`config.mk`:
```
export PLATFORM = sky130hd
export DESIGN_NAME = sarhs_seq
export DESIGN_NICKNAME = d
export VERILOG_FILES = /design/src/sarhs_pkg.sv /design/src/sarhs_corr_mem.sv /design/src/sarhs_seq.sv
export SDC_FILE = /design/constraint.sdc
export NUM_CORES = 1
export LEC_CHECK = 0
export BUFFER_PORTS_ARGS = -buffer_cell sky130_fd_sc_hd__buf_2
export CAP_MARGIN = 40
export CELL_PAD_IN_SITES_DETAIL_PLACEMENT = 1
export CELL_PAD_IN_SITES_GLOBAL_PLACEMENT = 2
export CORE_MARGIN = 2
export CORE_UTILIZATION = 25
export CTS_CLUSTER_DIAMETER = 200
export DETAILED_ROUTE_END_ITERATION = 12
export MAX_ROUTING_LAYER = met4
export PLACE_DENSITY = 0.61
export REMOVE_ABC_BUFFERS = 1
export SETUP_SLACK_MARGIN = 0.2
export SYNTH_ARGS = -nofsm -noshare
export SYNTH_HDL_FRONTEND = slang
export SYNTH_SLANG_ARGS = --single-unit
```
`constraint.sdc`:
```
create_clock -name mclk -period 7.31 [get_ports mclk]
set_input_delay 0.3655 -clock mclk [delete_from_list [all_inputs] [get_ports mclk]]
set_output_delay 0.3655 -clock mclk [all_outputs]
set_load 0.02 [all_outputs]
```
`src/sarhs_pkg.sv`:
```
// constants, state codes and register layout of the converter sequencer
// assumes one 10 MHz clock; every host pin arrives asynchronously
// Behaviour
// - write-started acquisition ends six to seven conversion clocks after write rises
// - with clock falling at write rise, acquisition ends six and a half clocks later
// - chip select low enables read, write and sample/hold; otherwise they are ignored
// - select and read low drive the byte bus and raise the flag
// - write rising edge with select low starts a conversion, acquisition timed internally
// - sample/hold fall opens acquisition, its rise holds and starts conversion
// - calibration request low resets and runs calibration storing correction values
// - offset-null low inserts a 26-clock offset-null cycle before a write-started conversion
// - end-of-conversion stays low during conversion or calibration
// - completion flag goes low when the result is latched
// - completion flag goes high on read, new conversion or calibration
// - result read as two bytes, upper byte first
// - two's complement, sign in bit twelve, sign copied into upper byte
// - end-of-conversion low for the 1399-clock calibration after request falls
// - calibration finds and stores offset, then finds and stores twelve mismatch corrections
// - after offset-null, acquisition runs about seven clocks
// - without offset-null, acquisition opens when end-of-conversion rises
// - end-of-conversion falls when acquisition closes and approximation starts
// - write conversion takes 27 clocks, sample/hold conversion 34 clocks
// - a running calibration cannot be aborted by any input but nrst, which restarts it
// - first step compares against ground: sign 0 positive, 1 negative
package sarhs_pkg;
    localparam int NPIN = 8;
    localparam int PIN_CS = 0;
    localparam int PIN_RD = 1;
    localparam int PIN_WR = 2;
    localparam int PIN_SH = 3;
    localparam int PIN_CAL = 4;
    localparam int PIN_NULL = 5;
    localparam int PIN_CK = 6;
    localparam int PIN_CMP = 7;
    localparam logic [NPIN-1:0] PIN_IDLE = 8'h3f;

    localparam int RES_W = 13;
    localparam int BYTE_W = 8;
    localparam int SIGN_BIT = 12;
    localparam int HI_LSB = 8;
    localparam int HI_MAG_W = 4;
    localparam int SIGN_EXT_W = 4;
    localparam logic [RES_W-1:0] DAC_MSB = 13'h0800;
    localparam logic [RES_W-1:0] ACC_UP = 13'h0001;
    localparam logic [RES_W-1:0] ACC_DOWN = 13'h1fff;

    localparam int CNT_W = 11;
    localparam logic [CNT_W-1:0] ACQ_CLKS = 11'h007;
    localparam logic [CNT_W-1:0] NULL_CLKS = 11'h01a;
    localparam logic [CNT_W-1:0] CONV_WR_CLKS = 11'h01b;
    localparam logic [CNT_W-1:0] CONV_SH_CLKS = 11'h022;
    localparam logic [CNT_W-1:0] CAL_CLKS = 11'h577;
    localparam logic [CNT_W-1:0] CAL_OFS_CLKS = 11'h080;
    localparam int SEG_SH = 6;
    localparam int SAR_BITS = 12;
    localparam logic [CNT_W-1:0] CAL_MIS_END = 11'h380;

    localparam int MEM_AW = 4;
    localparam int MEM_DEPTH = 16;
    localparam logic [MEM_AW-1:0] ADDR_OFS = 4'h0;

    typedef enum logic [5:0] {
        ST_IDLE  = 6'b000001,
        ST_CAL   = 6'b000010,
        ST_NULL  = 6'b000100,
        ST_ACQ   = 6'b001000,
        ST_SHACQ = 6'b010000,
        ST_CONV  = 6'b100000
    } sarhs_state_type;

    typedef struct packed {
        logic [NPIN-1:0] s1;
        logic [NPIN-1:0] s2;
        logic [NPIN-1:0] s3;
        logic [NPIN-1:0] lvl;
        sarhs_state_type state;
        logic [CNT_W-1:0] cnt;
        logic by_write;
        logic [RES_W-1:0] sar;
        logic [RES_W-1:0] result;
        logic [RES_W-1:0] acc;
        logic [RES_W-1:0] dac;
        logic upper_sel;
        logic int_n;
        logic eoc;
        logic track;
        logic [BYTE_W-1:0] bus_d;
        logic bus_oe;
        logic we;
        logic [MEM_AW-1:0] waddr;
        logic [RES_W-1:0] wdata;
    } sarhs_regs_type;
endpackage

```
`src/sarhs_corr_mem.sv`:
```
// correction-factor store written by calibration, read during conversion
// assumes one clock; read data appear one edge after the address
`timescale 1ns/10ps
module sarhs_corr_mem #(
    parameter int WIDTH = 13,
    parameter int DEPTH = 16,
    parameter int AW = 4
) (
    input wire logic mclk,
    input wire logic we,
    input wire logic [AW-1:0] waddr,
    input wire logic [WIDTH-1:0] wdata,
    input wire logic [AW-1:0] raddr,
    output logic [WIDTH-1:0] rdata
);
    logic [WIDTH-1:0] mem [DEPTH];

    always_ff @(posedge mclk) begin
        if (we) begin
            mem[waddr] <= wdata;
        end
        rdata <= mem[raddr];
    end
endmodule

```
`src/sarhs_seq.sv`:
```
// sequencer of the sign-plus-12-bit converter behind its parallel host pins
// assumes host strobes, conversion clock and comparator arrive asynchronously
`timescale 1ns/10ps
module sarhs_seq
    import sarhs_pkg::*;
(
    input wire logic mclk,
    input wire logic nrst,
    input wire logic cs_n,
    input wire logic rd_n,
    input wire logic wr_n,
    input wire logic sh_n,
    input wire logic cal_n,
    input wire logic offset_null_n,
    input wire logic conversion_clock_in,
    input wire logic comp_gt,
    output logic eoc,
    output logic int_n,
    output logic [BYTE_W-1:0] result_byte_bus_o,
    output logic result_byte_bus_oe,
    output logic track,
    output logic [RES_W-1:0] dac_code
);
    localparam sarhs_regs_type REGS_RESET = '{
        s1: PIN_IDLE,
        s2: PIN_IDLE,
        s3: PIN_IDLE,
        lvl: PIN_IDLE,
        state: ST_CAL,
        cnt: '0,
        by_write: 1'b0,
        sar: '0,
        result: '0,
        acc: '0,
        dac: '0,
        upper_sel: 1'b1,
        int_n: 1'b1,
        eoc: 1'b0,
        track: 1'b0,
        bus_d: '0,
        bus_oe: 1'b0,
        we: 1'b0,
        waddr: '0,
        wdata: '0
    };

    sarhs_regs_type r;
    sarhs_regs_type n;
    logic [NPIN-1:0] pins;
    logic [NPIN-1:0] rise;
    logic [NPIN-1:0] fall;
    logic cs_on;
    logic ck;
    logic rd_act;
    logic wr_start;
    logic sh_open;
    logic sh_close;
    logic cal_start;
    logic comp;
    logic [RES_W-1:0] acc_nx;
    logic [CNT_W-1:0] cnt_nx;
    logic [CNT_W-1:0] conv_len;
    logic [CNT_W-1:0] cal_off;
    logic [CNT_W-1:0] seg_full;
    logic [MEM_AW-1:0] seg;
    logic [MEM_AW-1:0] raddr;
    logic [RES_W-1:0] rdata;
    int b;

    assign pins = {comp_gt, conversion_clock_in, offset_null_n, cal_n, sh_n, wr_n, rd_n, cs_n};

    sarhs_corr_mem #(
        .WIDTH(RES_W),
        .DEPTH(MEM_DEPTH),
        .AW(MEM_AW)
    ) u_corr (
        .mclk(mclk),
        .we(r.we),
        .waddr(r.waddr),
        .wdata(r.wdata),
        .raddr(raddr),
        .rdata(rdata)
    );

    always_comb begin
        n = r;
        n.we = 1'b0;
        // three-stage pin synchronisers, level accepted once stages two and three agree
        n.s1 = pins;
        n.s2 = r.s1;
        n.s3 = r.s2;
        for (int i = 0; i < NPIN; i++) begin
            if (r.s2[i] == r.s3[i]) begin
                n.lvl[i] = r.s3[i];
            end
        end
        rise = n.lvl & ~r.lvl;
        fall = ~n.lvl & r.lvl;
        cs_on = ~r.lvl[PIN_CS];
        ck = rise[PIN_CK];
        comp = r.lvl[PIN_CMP];
        rd_act = cs_on & ~r.lvl[PIN_RD];
        wr_start = rise[PIN_WR] & cs_on;
        sh_open = fall[PIN_SH] & cs_on;
        sh_close = rise[PIN_SH] & cs_on;
        cal_start = fall[PIN_CAL];
        cnt_nx = r.cnt + 11'h001;
        acc_nx = comp ? r.acc + ACC_UP : r.acc + ACC_DOWN;
        conv_len = r.by_write ? CONV_WR_CLKS - ACQ_CLKS : CONV_SH_CLKS;
        cal_off = r.cnt - CAL_OFS_CLKS;
        seg_full = cal_off >> SEG_SH;
        seg = seg_full[MEM_AW-1:0];
        b = SAR_BITS - int'(r.cnt);
        raddr = ADDR_OFS;
        if (r.state == ST_CONV && r.cnt <= CNT_W'(SAR_BITS)) begin
            raddr = r.cnt[MEM_AW-1:0];
        end

        // read port: bus driven only while select and read are low
        n.bus_oe = rd_act;
        n.bus_d = r.upper_sel ? {{SIGN_EXT_W{r.result[SIGN_BIT]}}, r.result[HI_LSB +: HI_MAG_W]}
                              : r.result[BYTE_W-1:0];
        if (rd_act && !r.bus_oe) begin
            n.int_n = 1'b1;
        end
        if (!rd_act && r.bus_oe) begin
            n.upper_sel = ~r.upper_sel;
        end

        if (r.state == ST_CAL) begin
            // calibration runs to its end whatever the pins do
            if (ck) begin
                n.cnt = cnt_nx;
                if (r.cnt < CAL_OFS_CLKS) begin
                    n.dac = '0;
                    n.acc = acc_nx;
                    if (r.cnt == CAL_OFS_CLKS - 11'h001) begin
                        n.we = 1'b1;
                        n.waddr = ADDR_OFS;
                        n.wdata = acc_nx;
                        n.acc = '0;
                    end
                end else if (r.cnt < CAL_MIS_END) begin
                    n.dac = DAC_MSB >> seg;
                    n.acc = acc_nx;
                    if (cal_off[SEG_SH-1:0] == '1) begin
                        n.we = 1'b1;
                        n.waddr = seg + 4'h1;
                        n.wdata = acc_nx;
                        n.acc = '0;
                    end
                end else begin
                    n.dac = '0;
                end
                if (r.cnt == CAL_CLKS - 11'h001) begin
                    n.state = ST_IDLE;
                    n.eoc = 1'b1;
                    n.track = 1'b1;
                    n.cnt = '0;
                end
            end
        end else if (cal_start) begin
            n.state = ST_CAL;
            n.cnt = '0;
            n.acc = '0;
            n.eoc = 1'b0;
            n.track = 1'b0;
            n.int_n = 1'b1;
        end else if (wr_start) begin
            n.by_write = 1'b1;
            n.cnt = '0;
            n.int_n = 1'b1;
            if (!r.lvl[PIN_NULL]) begin
                n.state = ST_NULL;
                n.track = 1'b0;
            end else begin
                n.state = ST_ACQ;
                n.track = 1'b1;
            end
        end else if (sh_open) begin
            n.state = ST_SHACQ;
            n.track = 1'b1;
            n.int_n = 1'b1;
        end else if (sh_close && r.state == ST_SHACQ) begin
            n.state = ST_CONV;
            n.by_write = 1'b0;
            n.cnt = '0;
            n.sar = '0;
            n.track = 1'b0;
            n.eoc = 1'b0;
        end else begin
            unique case (r.state)
                ST_IDLE: begin
                    n.dac = '0;
                end
                ST_CAL: begin
                    n.cnt = r.cnt;
                end
                ST_NULL: begin
                    if (ck) begin
                        n.cnt = cnt_nx;
                        if (r.cnt == NULL_CLKS - 11'h001) begin
                            n.state = ST_ACQ;
                            n.cnt = '0;
                            n.track = 1'b1;
                        end
                    end
                end
                ST_ACQ: begin
                    // counted from write rise or from the end of offset-null: ends on the seventh conversion clock rise
                    if (ck) begin
                        n.cnt = cnt_nx;
                        if (r.cnt == ACQ_CLKS - 11'h001) begin
                            n.state = ST_CONV;
                            n.cnt = '0;
                            n.sar = '0;
                            n.track = 1'b0;
                            n.eoc = 1'b0;
                        end
                    end
                end
                ST_SHACQ: begin
                    n.track = 1'b1;
                end
                ST_CONV: begin
                    n.dac = r.sar + rdata;
                    if (ck) begin
                        n.cnt = cnt_nx;
                        if (r.cnt == '0) begin
                            n.sar = {~comp, DAC_MSB[SAR_BITS-1:0]};
                        end else if (b >= 0) begin
                            if (!comp) begin
                                n.sar[b] = 1'b0;
                            end
                            if (b > 0) begin
                                n.sar[b - 1] = 1'b1;
                            end
                        end
                        if (r.cnt == conv_len - 11'h001) begin
                            n.state = ST_IDLE;
                            n.result = r.sar;
                            n.int_n = 1'b0;
                            n.eoc = 1'b1;
                            n.track = 1'b1;
                            n.upper_sel = 1'b1;
                            n.cnt = '0;
                        end
                    end
                end
            endcase
        end
    end

    always_ff @(posedge mclk or negedge nrst) begin
        if (!nrst) begin
            r <= REGS_RESET;
        end else begin
            r <= n;
        end
    end

    assign eoc = r.eoc;
    assign int_n = r.int_n;
    assign result_byte_bus_o = r.bus_d;
    assign result_byte_bus_oe = r.bus_oe;
    assign track = r.track;
    assign dac_code = r.dac;
endmodule

```
==> flow_summary.json <==
{
  "post_cts_buffers": 0,
  "max_freq_mhz": 225,
  "grt_pass1_vias": 10800,
  "ant_nets": 0,
  "firstDrtPassIters": 5,
  "final_nets": 1323,
  "grt_max_degree": 68,
  "via_count": 10200,
  "post-route-drc-count": 0,
  "rows": 92,
  "cts_tree": "done",
  "slew_viol_final": 0,
  "gp_congestion": 0.793,
  "vias_per_cell": 4.74,
  "clkSinkCount": 354,
  "slew_headroom_pct": 31.4,
  "cts-hold-fix-buffers": 9,
  "track_usage_pct": 13.9,
  "rsz0062_at_grt": "no",
  "setup_tns_ns": 0,
  "layout_worst_path_cycle_share_pct": 60.7,
  "areaGrowthSynthToFinish_pct": 17.4,
  "antenna_found_initial": 0,
  "clkLatencyLatePin_ns": 0.58,
  "nFillCells": 6814,
  "synth.distinct_cells": 78,
  "die_area_mm2": 0.0655,
  "total_power_mw": 5.50,
  "cts_buffers": 40,
  "preCtsSetupSlack_ns": 2.82,
  "setup_violations": 0,
  "root_buffer": "clkbuf_16",
  "synth-seq-cells": 354,
  "syn_area_per_cell_um2": 12.9,
  "post-route-min-period_ns": 4.44,
  "fin_cells": 2150,
  "ioPinCount": 35,
  "synthesis.instances": 1230,
  "vdd_drop_max_v": 0.000168,
  "p_leak_nw": 6.81,
  "wl_per_cell_um": 20.6,
  "worstSetupPathType": "reg -> reg",
  "hold_path.class": "reg -> reg",
  "diodes": 0,
  "setup_slack_ns": 2.87,
  "final_cell_mix": "edfxtp_1 (208), dfrtp_1 (105), nand2_1 (97), mux2i_1 (69), o21ai_0 (61)",
  "cp.required_ns": 7.82,
  "path_max_fanout": 20,
  "postCtsResizedCells": 0,
  "drtIter0Drc": 585,
  "chipHeight_um": 256,
  "grt-ovfl-total": 0,
  "synth-edff-count": 208,
  "initial_core_util_pct": 25.2,
  "status": "complete, no violations",
  "io_buffer_count": 34,
  "ctsHtreeMaxLevel": 2,
  "dp_cells": 2067,
  "ys.flop_type": "edfxtp_1",
  "finalHoldViolations": 0,
  "layout_commonest_cell": "edfxtp_1",
  "grt_first_pass_wirelength_um": 68000,
  "start_kind": "flip-flop",
  "synth-seq-area-share_pct": 62.2,
  "wl_um": 44300,
  "cellPowerDensity_mw_per_mm2": 295,
  "worstMarginPinSlew_ns": 1.03,
  "synth_area_mm2": 0.0159,
  "post-dp-hpwl_um": 31200,
  "die_w_um": 256,
  "clkTransAtPathRegs_ns": 0.06,
  "clock_path_buffers": 3,
  "hold_slack_ns": 0.348,
  "core_region_area_mm2": 0.0630,
  "crit_arrival_ns": 4.95,
  "clock_skew_ns": 0.0191,
  "postSynth.asyncResetShare_pct": 37.6,
  "drv_cap": 0,
  "yosys_warnings": 0,
  "cp-end-kind": "flip-flop",
  "drive_above_1_share_pct": 16.9
}
==> flip-flops by register name, summed over array words and instances (netlist names), named ones only <==
name / count
u_corr.rdata: 13
track: 1
result_byte_bus_o: 8
u_corr.mem: 208
dac_code: 13
result_byte_bus_oe: 1
comp: 1
n: 16
eoc: 1
int_n: 1
r: 88
==> per-layer routing <==
metal | vias to the layer above | global-route usage, % | part of all wire, %
li1 | 4703 | - | -
met1 | 5296 | 18.2 | 47
met2 | 126 | 22.3 | 48
met3 | 65 | 2.02 | 3.0
met4 | 0 | 4.43 | 2.5
met5 | - | - | 0
==> critical path: stages, from the launching register on <==
cell and delay (ns):
dfrtp_2 0.47, inv_1 0.48, ha_1 0.66, and3b_1 0.29, nor3b_1 0.51, nand3_2 0.69
or3_1 0.86, o22ai_1 0.25, nor3_1 0.07, nand3_1 0.09
==> synth_stat cells, types with 8 or more instances <==
master / instances / area (um^2)
a31oi_1: 16 / 100
buf_2: 13 / 65.1
a21oi_1: 35 / 175
dfstp_2: 27 / 709
nor2b_1: 8 / 50.1
o22ai_1: 30 / 188
nand2_1: 97 / 364
buf_4: 21 / 158
clkbuf_1: 38 / 143
maj3_1: 8 / 80.1
nor2_1: 70 / 263
dfrtp_1: 106 / 2650
o211ai_1: 15 / 113
nor3_1: 33 / 165
nand3_1: 37 / 185
ha_1: 39 / 488
xnor2_1: 28 / 245
edfxtp_1: 208 / 6250
o31ai_1: 14 / 105
o21ai_0: 61 / 305
mux4_2: 13 / 293
nand2b_1: 8 / 50.1
a22o_1: 10 / 87.6
inv_1: 33 / 124
xor2_1: 8 / 70.1
mux2i_1: 69 / 691
dfxtp_1: 13 / 260
mux2_2: 19 / 214
nand3b_1: 8 / 60.1
or3_1: 18 / 113
==> where the power goes <==
part / internal [mW] / leakage [nW] / switching (mW)
Combinational: 0.400 / 2.90 / 0.713
Clock: 1.20 / 0.663 / 0.859
Sequential: 2.21 / 3.25 / 0.120
==> metrics by stage <==
step                      cell area, um^2  util, %
after floorplan                     15500        -
after global placement              16900     26.8
after detailed placement            17200     27.3
after CTS                           18600     29.6
after global routing                18600     29.6
final                               18600     29.6
==> kinds of logic after synthesis <==
| group | synth area share [%] |
|---|---|
| simple gates | 11.0 |
| flops | 62.2 |
| mux | 7.55 |
| xor+xnor | 1.99 |
| buf+inv | 3.25 |
| fa+ha+maj | 3.83 |
| compound gates | 10.2 |
==> layout make-up <==
type                       count  area, um^2  area share, %
sequential                   354        9870           53.0
multi-input combinational    766        5560           29.8
clock inverter                22         220           1.18
timing repair buffer          77         682           3.66
clock buffer                  52        1120           6.01
tap                          846        1060           5.68
inverter                      33         124          0.665
==> worst paths after layout <==
check / start / slack, ns / cells past startpoint / endpoint
worst max register to register: r[84] / 2.87 / 9 / u_corr.rdata[4]
worst min-delay path: n[124] / 0.35 / 0 / n[116]
min in group asynchronous: nrst / 0.40 / 2 / r[83]
worst max-delay path: r[84] / 2.87 / 9 / u_corr.rdata[4]
worst min register to register: n[124] / 0.35 / 0 / n[116]
max in group asynchronous: nrst / 5.89 / 4 / r[30]
(Power assumes the default switching activity.)
